[config.mk]
export PLATFORM = sky130hd
export DESIGN_NAME = chs_serial_port
export DESIGN_NICKNAME = d
export VERILOG_FILES = /design/src/chs_serial_port.v /design/src/chs_fifo2.v
export VERILOG_INCLUDE_DIRS = /design/src /design/src/src
export SDC_FILE = /design/constraint.sdc
export NUM_CORES = 1
export LEC_CHECK = 0
export ABC_AREA = 1
export BUFFER_PORTS_ARGS = -buffer_cell sky130_fd_sc_hd__buf_2
export CAP_MARGIN = 40
export CORE_AREA = 2 2 164 134
export DETAILED_ROUTE_END_ITERATION = 10
export DIE_AREA = 0 0 166 136
export GPL_TIMING_DRIVEN = 0
export PLACE_DENSITY = 0.76
export REMOVE_ABC_BUFFERS = 1
export SKIP_LAST_GASP = 1
export SYNTH_ARGS = -nofsm -noshare
export SYNTH_HDL_FRONTEND = slang
export SYNTH_SLANG_ARGS = --single-unit
[constraint.sdc]
create_clock -name clk -period 4.4 [get_ports clk]
set_clock_uncertainty 0.1 [all_clocks]
set_input_delay 0.22 -clock clk [delete_from_list [all_inputs] [get_ports clk]]
set_output_delay 0.22 -clock clk [all_outputs]
set_load 0.005 [all_outputs]
[src/chs_regs.vh]
`ifndef CHS_REGS_VH
`define CHS_REGS_VH

// widths of the serial words and of the dac path
`define CHS_WORD_BITS 16
`define CHS_CMD_BITS 8
`define CHS_DAC_BITS 12
`define CHS_DAC_CHANS 8
`define CHS_DAC_FLAT 96
`define CHS_SYNC_BITS 7

// bit positions inside the synchroniser vector
`define CHS_SY_SCLK 0
`define CHS_SY_CS 1
`define CHS_SY_DIN 2
`define CHS_SY_LOAD 3
`define CHS_SY_STRAP 4
`define CHS_SY_MODE_LO 5
`define CHS_SY_MODE_HI 6

// reset values: chip select and dac load idle high
`define CHS_SYNC_RST 7'h0a
`define CHS_DAC_INIT_HIGH 12'hfff
`define CHS_DAC_INIT_LOW 12'h000
`define CHS_WORD_RST 16'h0000
`define CHS_CMD_RST 8'h00

// clock mode that launches output bits on the rising edge
`define CHS_MODE_RISE 2'h3

// counts
`define CHS_TX_LAST 4'hf
`define CHS_RX_LAST 3'h7
`define CHS_INIT_CYCLES 2'h3

`endif

[src/chs_serial_port.v]
`include "chs_regs.vh"

module chs_serial_port (
    input wire clk,
    input wire rstn,
    input wire sclk,
    input wire cs_n,
    input wire din,
    output reg dout,
    output reg dout_oe,
    output reg eoc_n,
    input wire dac_load_n,
    input wire dac_powerup_level_sel,
    input wire [1:0] clock_mode_select,
    input wire result_valid,
    output wire result_ready,
    input wire [15:0] result_data,
    output reg cmd_valid,
    output reg [7:0] cmd_data,
    input wire dac_wr_valid,
    input wire [2:0] dac_wr_chan,
    input wire [11:0] dac_wr_data,
    output reg dac_init_done,
    output reg [95:0] dac_level
);

// synchroniser stages for every pin-side input
reg [`CHS_SYNC_BITS-1:0] sync1;
reg [`CHS_SYNC_BITS-1:0] sync2;
reg sclk_d;
reg cs_d;

wire sclk_s;
wire cs_s;
wire din_s;
wire load_s;
wire strap_s;
wire [1:0] mode_s;
wire cs_active;
wire frame_start;
wire sclk_fall;
wire sclk_rise;
wire launch_edge;
wire load_word;

// transmit side
reg [15:0] tx_shift;
reg [3:0] tx_cnt;

// receive side
reg [7:0] rx_shift;
reg [2:0] rx_cnt;

// result buffer
wire buf_valid;
wire [15:0] buf_data;

// dac input registers and strap capture
reg [11:0] dac_in [0:`CHS_DAC_CHANS-1];
reg [1:0] init_cnt;
integer i;

// two flops per pin; only the second stage feeds any logic
always @(posedge clk or negedge rstn) begin
    if (!rstn) begin
        sync1 <= `CHS_SYNC_RST;
        sync2 <= `CHS_SYNC_RST;
    end else begin
        sync1 <= {clock_mode_select, dac_powerup_level_sel, dac_load_n, din, cs_n, sclk};
        sync2 <= sync1;
    end
end

assign sclk_s = sync2[`CHS_SY_SCLK];
assign cs_s = sync2[`CHS_SY_CS];
assign din_s = sync2[`CHS_SY_DIN];
assign load_s = sync2[`CHS_SY_LOAD];
assign strap_s = sync2[`CHS_SY_STRAP];
assign mode_s = sync2[`CHS_SY_MODE_HI:`CHS_SY_MODE_LO];

// delayed copies for edge detection, taken from the second stage
always @(posedge clk or negedge rstn) begin
    if (!rstn) begin
        sclk_d <= 1'b0;
        cs_d <= 1'b1;
    end else begin
        sclk_d <= sclk_s;
        cs_d <= cs_s;
    end
end

// the serial clock is only oversampled; edges closer than one clk period can be lost
assign cs_active = ~cs_s;
assign frame_start = cs_active & cs_d;
assign sclk_fall = cs_active & sclk_d & ~sclk_s;
assign sclk_rise = cs_active & ~sclk_d & sclk_s;
assign launch_edge = (mode_s == `CHS_MODE_RISE) ? sclk_rise : sclk_fall;

// a word leaves the buffer at frame start and after the last bit of each word
assign load_word = frame_start | (launch_edge & (tx_cnt == `CHS_TX_LAST));

// results waiting for the host; a slow host stalls the converter side
chs_fifo2 #(
    .WIDTH(`CHS_WORD_BITS)
) u_result_buf (
    .clk(clk),
    .rstn(rstn),
    .in_valid(result_valid),
    .in_ready(result_ready),
    .in_data(result_data),
    .out_valid(buf_valid),
    .out_ready(load_word),
    .out_data(buf_data)
);

// output shifter; an empty buffer sends zeros rather than stale data
always @(posedge clk or negedge rstn) begin
    if (!rstn) begin
        tx_shift <= `CHS_WORD_RST;
        tx_cnt <= 4'h0;
        dout <= 1'b0;
    end else if (!cs_active) begin
        tx_cnt <= 4'h0;
        dout <= 1'b0;
    end else if (load_word) begin
        tx_shift <= buf_valid ? buf_data : `CHS_WORD_RST;
        dout <= buf_valid ? buf_data[15] : 1'b0;
        tx_cnt <= 4'h0;
    end else if (launch_edge) begin
        tx_shift <= {tx_shift[14:0], 1'b0};
        dout <= tx_shift[14];
        tx_cnt <= tx_cnt + 4'h1;
    end
end

// drive the data pin only inside a frame
always @(posedge clk or negedge rstn) begin
    if (!rstn) begin
        dout_oe <= 1'b0;
    end else begin
        dout_oe <= cs_active;
    end
end

// end of conversion tracks a waiting result; it rises only as the last one is taken
// a pop from a full buffer, or a pop met by a push, still leaves a word waiting
always @(posedge clk or negedge rstn) begin
    if (!rstn) begin
        eoc_n <= 1'b1;
    end else begin
        eoc_n <= ~(buf_valid & (~load_word | ~result_ready | result_valid));
    end
end

// input shifter, msb first, bytes handed out as one-cycle pulses
always @(posedge clk or negedge rstn) begin
    if (!rstn) begin
        rx_shift <= `CHS_CMD_RST;
        rx_cnt <= 3'h0;
        cmd_valid <= 1'b0;
        cmd_data <= `CHS_CMD_RST;
    end else begin
        cmd_valid <= 1'b0;
        if (!cs_active) begin
            rx_cnt <= 3'h0;
        end else if (sclk_fall) begin
            rx_shift <= {rx_shift[6:0], din_s};
            rx_cnt <= rx_cnt + 3'h1;
            if (rx_cnt == `CHS_RX_LAST) begin
                cmd_valid <= 1'b1;
                cmd_data <= {rx_shift[6:0], din_s};
            end
        end
    end
end

// strap is read a few cycles after reset release, once its synchroniser holds it
always @(posedge clk or negedge rstn) begin
    if (!rstn) begin
        init_cnt <= 2'h0;
        dac_init_done <= 1'b0;
    end else if (!dac_init_done) begin
        init_cnt <= init_cnt + 2'h1;
        if (init_cnt == `CHS_INIT_CYCLES) begin
            dac_init_done <= 1'b1;
        end
    end
end

// input registers: strap level at start-up, then user writes
always @(posedge clk or negedge rstn) begin
    if (!rstn) begin
        for (i = 0; i < `CHS_DAC_CHANS; i = i + 1) begin
            dac_in[i] <= `CHS_DAC_INIT_LOW;
        end
    end else if (!dac_init_done) begin
        if (init_cnt == `CHS_INIT_CYCLES) begin
            for (i = 0; i < `CHS_DAC_CHANS; i = i + 1) begin
                dac_in[i] <= strap_s ? `CHS_DAC_INIT_HIGH : `CHS_DAC_INIT_LOW;
            end
        end
    end else if (dac_wr_valid) begin
        dac_in[dac_wr_chan] <= dac_wr_data;
    end
end

// dac registers are transparent while load is low, hold while high
always @(posedge clk or negedge rstn) begin
    if (!rstn) begin
        dac_level <= {`CHS_DAC_CHANS{`CHS_DAC_INIT_LOW}};
    end else if (!load_s) begin
        for (i = 0; i < `CHS_DAC_CHANS; i = i + 1) begin
            dac_level[i*12 +: 12] <= dac_in[i];
        end
    end
end

endmodule

[src/chs_fifo2.v]
`include "chs_regs.vh"

// two-entry buffer; head entry always sits in slot 0
module chs_fifo2 #(
    parameter WIDTH = 16
) (
    input wire clk,
    input wire rstn,
    input wire in_valid,
    output reg in_ready,
    input wire [WIDTH-1:0] in_data,
    output reg out_valid,
    input wire out_ready,
    output reg [WIDTH-1:0] out_data
);

reg [WIDTH-1:0] slot1;
reg [1:0] count;
reg [1:0] next_count;
wire wr;
wire rd;

assign wr = in_valid & in_ready;
assign rd = out_valid & out_ready;

// occupancy after this cycle's push and pop
always @* begin
    next_count = count;
    if (wr && !rd) begin
        next_count = count + 2'h1;
    end else if (rd && !wr) begin
        next_count = count - 2'h1;
    end
end

// flags are registered so the ports come straight from flip-flops
always @(posedge clk or negedge rstn) begin
    if (!rstn) begin
        count <= 2'h0;
        in_ready <= 1'b1;
        out_valid <= 1'b0;
        out_data <= {WIDTH{1'b0}};
        slot1 <= {WIDTH{1'b0}};
    end else begin
        count <= next_count;
        in_ready <= (next_count != 2'h2);
        out_valid <= (next_count != 2'h0);
        if (rd && count == 2'h2) begin
            out_data <= slot1;
        end
        // a push lands behind whatever is left after the pop
        if (wr) begin
            if ((count == 2'h0) || (count == 2'h1 && rd)) begin
                out_data <= in_data;
            end else begin
                slot1 <= in_data;
            end
        end
    end
end

endmodule

==> results by group <==
Power
  • Pwr Total: 6.983 mW
  • Leakage: 6.861 nW
  • VDD IR max: between 0.3 and 0.4 mV
  • Power Dens Cells: 512.0 mW/mm^2

Clock network
  • CTS-repair resized insts: 0
  • Clock sink count: 288
  • CTS root buf: clkbuf_16
  • Clock tree buffer depth: 3
  • H-tree depth: 1
  • Total setup buffers inserted after CTS: 0
  • Clock transition at the registers of the reported paths: 0.06 ns
  • CTS buffer count: 28
  • CTS tree: built
  • Clk_lat worst skew: 0.53 ns
  • Hold-fix buffers at CTS: 35

Synth
  • Post-Synth Adder-Cell Area: less than 1%
  • XOR/XNOR Fraction of Synth Area: 0.2316%
  • Netlist Area Pre-Place: 0.01135 sq mm
  • Compound-Gate Fraction of Synth Area: 11.52%
  • Syn avg cell area: 9.857 sq um
  • Combinational family with the most area after synthesis: simple AND/OR/NAND/NOR gates
  • Simple-gate share of the synthesized area: 14.34%
  • Post-synthesis mux area share: 3.275%
  • Sequential-to-total area share from yosys stat: 63.60%
  • Yosys warns: 0
  • Synth Instances: about 1.2k
  • Synth cell types: 32
  • FF+latch count, synth: 288

Floorplanning
  • Die Height: 136 um
  • Die area: 0.02258 sq mm
  • Cell row count: 48
  • Core Area: 0.02108 sq mm
  • Initial core utilization: 53.82%
  • DIE WIDTH: between 150 and 200 um
  • I/O pin total: roughly 150

Cells and area
  • Reg area: 0.007219 sq mm
  • Inserted Diodes: 0
  • Final nets: between 1k and 1.5k
  • Fillers: roughly 1.7k
  • Share of layout cells above drive strength 1: 20.37%
  • Layout Utilization: 64.70%
  • Area growth, synth to finish: 20.21%
  • Area of the multi-input gates: between 0.003 and 0.004 sq mm

STA
  • Fin crit share: 57.25%
  • Max-slew violation count: 0
  • Minimum clock period: 2.519 ns
  • Worst Hold Slack: 0.05619 ns
  • Fmax: 0.3970 GHz
  • Rel. slew slack: 46.69%
  • Worst-margin pin slew: ~0.80 ns
  • RSZ-0062 raised after global routing: no
  • Final setup vio count: 0
  • Hold violation total from the final report: 0

Worst setup path
  • Worst r2r dst: dac_in[23]$_DFFE_PN0P_
  • CP required: 4.68 ns
  • Crit-path cells: buf_16, inv_1, nand2_2, inv_1, a21oi_1, inv_1, nand2_1, o21ai_0
  • CP most frequent cell: inv_1
  • Worst setup path end: dac_in[23]$_DFFE_PN0P_
  • Worst R2R Start: dac_init_done$_DFF_PN0_
  • Crit Path Class: register to register
  • Critical Path Fanout Max: 18
  • Crit. path cell count: 8
  • Crit start category: register
  • Max stage delay on crit path: 0.68 ns
  • Crit path max-delay family: buffers and inverters
  • R2R Setup Slk: between 1.5 and 2 ns
  • R2R cell count: 8
  • Worst setup startpoint: dac_init_done$_DFF_PN0_
  • Critical Path AT: 2.80 ns
  • Buf/Inv on CP: 4
  • Slowest CP cell: dfrtp_1
  • CP endpoint kind: register

Run
  • Max-Cap Viols: 0

Drt
  • Routed wl met2: 11.47 mm
  • Met1 WL: 11.01 mm
  • DRT Pass-1 Iters: 5
  • Routed WL: 24.27 mm
  • Metal3 WL: 1.327 mm
  • Top Metal Used: met4
  • ANT nets after route: 0
  • Routed length per instance: roughly 15 um
  • First DRT Iteration DRCs: 649
  • Routed via count: 8225
  • DRC: 0
  • Vias per std cell: 5.077

Placed design
  • Final HPWL DP: ~16 mm
  • Port-buffer cells: 151
  • GPL Wtd Cong: 0.8403

GRT
  • Initial antenna violation count: 0
  • Grt ovf: 0
  • Largest net degree at the start of global routing: 120
  • Tot GR Track Use: between 20 and 25%
  • First-pass GRT wire length: 40.28 mm
  • Vias in the first global route: around 8k

Run status
  • Status: finished clean

Worst hold path
  • Hold Path Class: input port to register
==> worst min path at each step <==
stage | start | endpoint | slack, ns | depth (start not counted)
2_1_floorplan | rstn | cmd_data[0]$_DFFE_PN0P_ | -0.18 | 0
3_3_place_gp | dac_load_n | sync1[3]$_DFF_PN1_ | 0.23 | 1
3_5_place_dp | rstn | cmd_data[0]$_DFFE_PN0P_ | 0.15 | 1
4_1_cts | dac_wr_data[11] | dac_in[83]$_DFFE_PN0P_ | 0.06 | 3
5_1_grt | dac_wr_chan[0] | dac_in[82]$_DFFE_PN0P_ | 0.09 | 5
6_report | dac_wr_data[11] | dac_in[83]$_DFFE_PN0P_ | 0.06 | 3
==> tightest hold or removal path: cells and delay by family <==
family,cells,cell delay (ns)
buffers and inverters,1,0.09
AOI/OAI and AO/OA,2,0.33
==> stage by stage <==
stage          TNS (ns)  instance area [sq um]  setup WS (ns)  instances
3_3_place_gp    -612.97                  12190         -2.193       1526
3_5_place_dp          0                  12400          1.862       1535
4_1_cts               0                  13640          1.851       1620
5_1_grt               0                  13640          1.659       1620
6_report              0                  13640          1.881       1620
2_1_floorplan         0                  11090          2.003       1100
==> cell usage after synthesis (all sizes together) <==
cell type    n  area, sq um
o21ai      213         1070
a22o         3        26.28
ha           7        87.58
nand2      332         1274
buf         25        152.6
inv        120        450.4
or2          1        6.260
nand3       39        215.2
nor2        24        100.1
xnor2        2        17.52
dfrtp      281         7032
a21oi       31        196.4
a22oi        1        7.510
clkbuf      26        107.6
xor2         1        8.760
dfstp        7        183.9
nand4        4        31.28
mux2        33        371.6
o211ai       1        7.510
==> state kept, by name, indices dropped and copies added (netlist names), 3 cells and up <==
name                   count
cmd_data                   8
dac_level                 96
sync2                      7
u_result_buf.slot1        16
dac_in                    96
tx_shift                  15
tx_cnt                     4
u_result_buf.out_data     16
rx_cnt                     3
rx_shift                   7
sync1                      7
==> kinds of logic (layout without fill, tap and decap cells) <==
kind of cell / Yosys count / in the layout
simple gates: 400 / 400
flops: 288 / 288
compound gates: 249 / 249
buf+inv: 171 / 365
mux: 33 / 33
fa+ha+maj: 7 / 7
xor+xnor: 3 / 3
==> placed cells by master, fill, tap and decap left out, types with 28 or more instances in the layout <==
cell	n
dfrtp_1	281
o21ai_0	184
buf_2	150
mux2_2	33
dlygate4sd3_1	35
nand2_1	325
nand3_1	35
clkbuf_16	29
inv_1	117
o21ai_1	28
==> where the power goes <==
part           internal, mW  leakage, nW  total (mW)  switching, mW
Sequential             3.20         3.59        3.49          0.287
Clock                  1.34        0.441        2.30          0.958
Combinational         0.498         2.83        1.20          0.698
Total                  5.04         6.86        6.98           1.94
==> final cells by class <==
cell class / instances / share of cell area [%]
repair buffers: 195 / 9.540
inverters: 120 / 3.302
clock inverters: 4 / 0.1468
flip-flops and latches: 288 / 52.93
well taps: 275 / 2.523
multi-input cells: 692 / 25.18
clock buffers: 46 / 6.376
==> routing by layer <==
layer,vias to the layer above,track usage (%)
li1,4032,-
met1,3944,30.81
met2,211,35.94
met3,38,3.872
met4,0,5.362
met5,-,0
No activity file was read; power rests on OpenSTA's default activity.
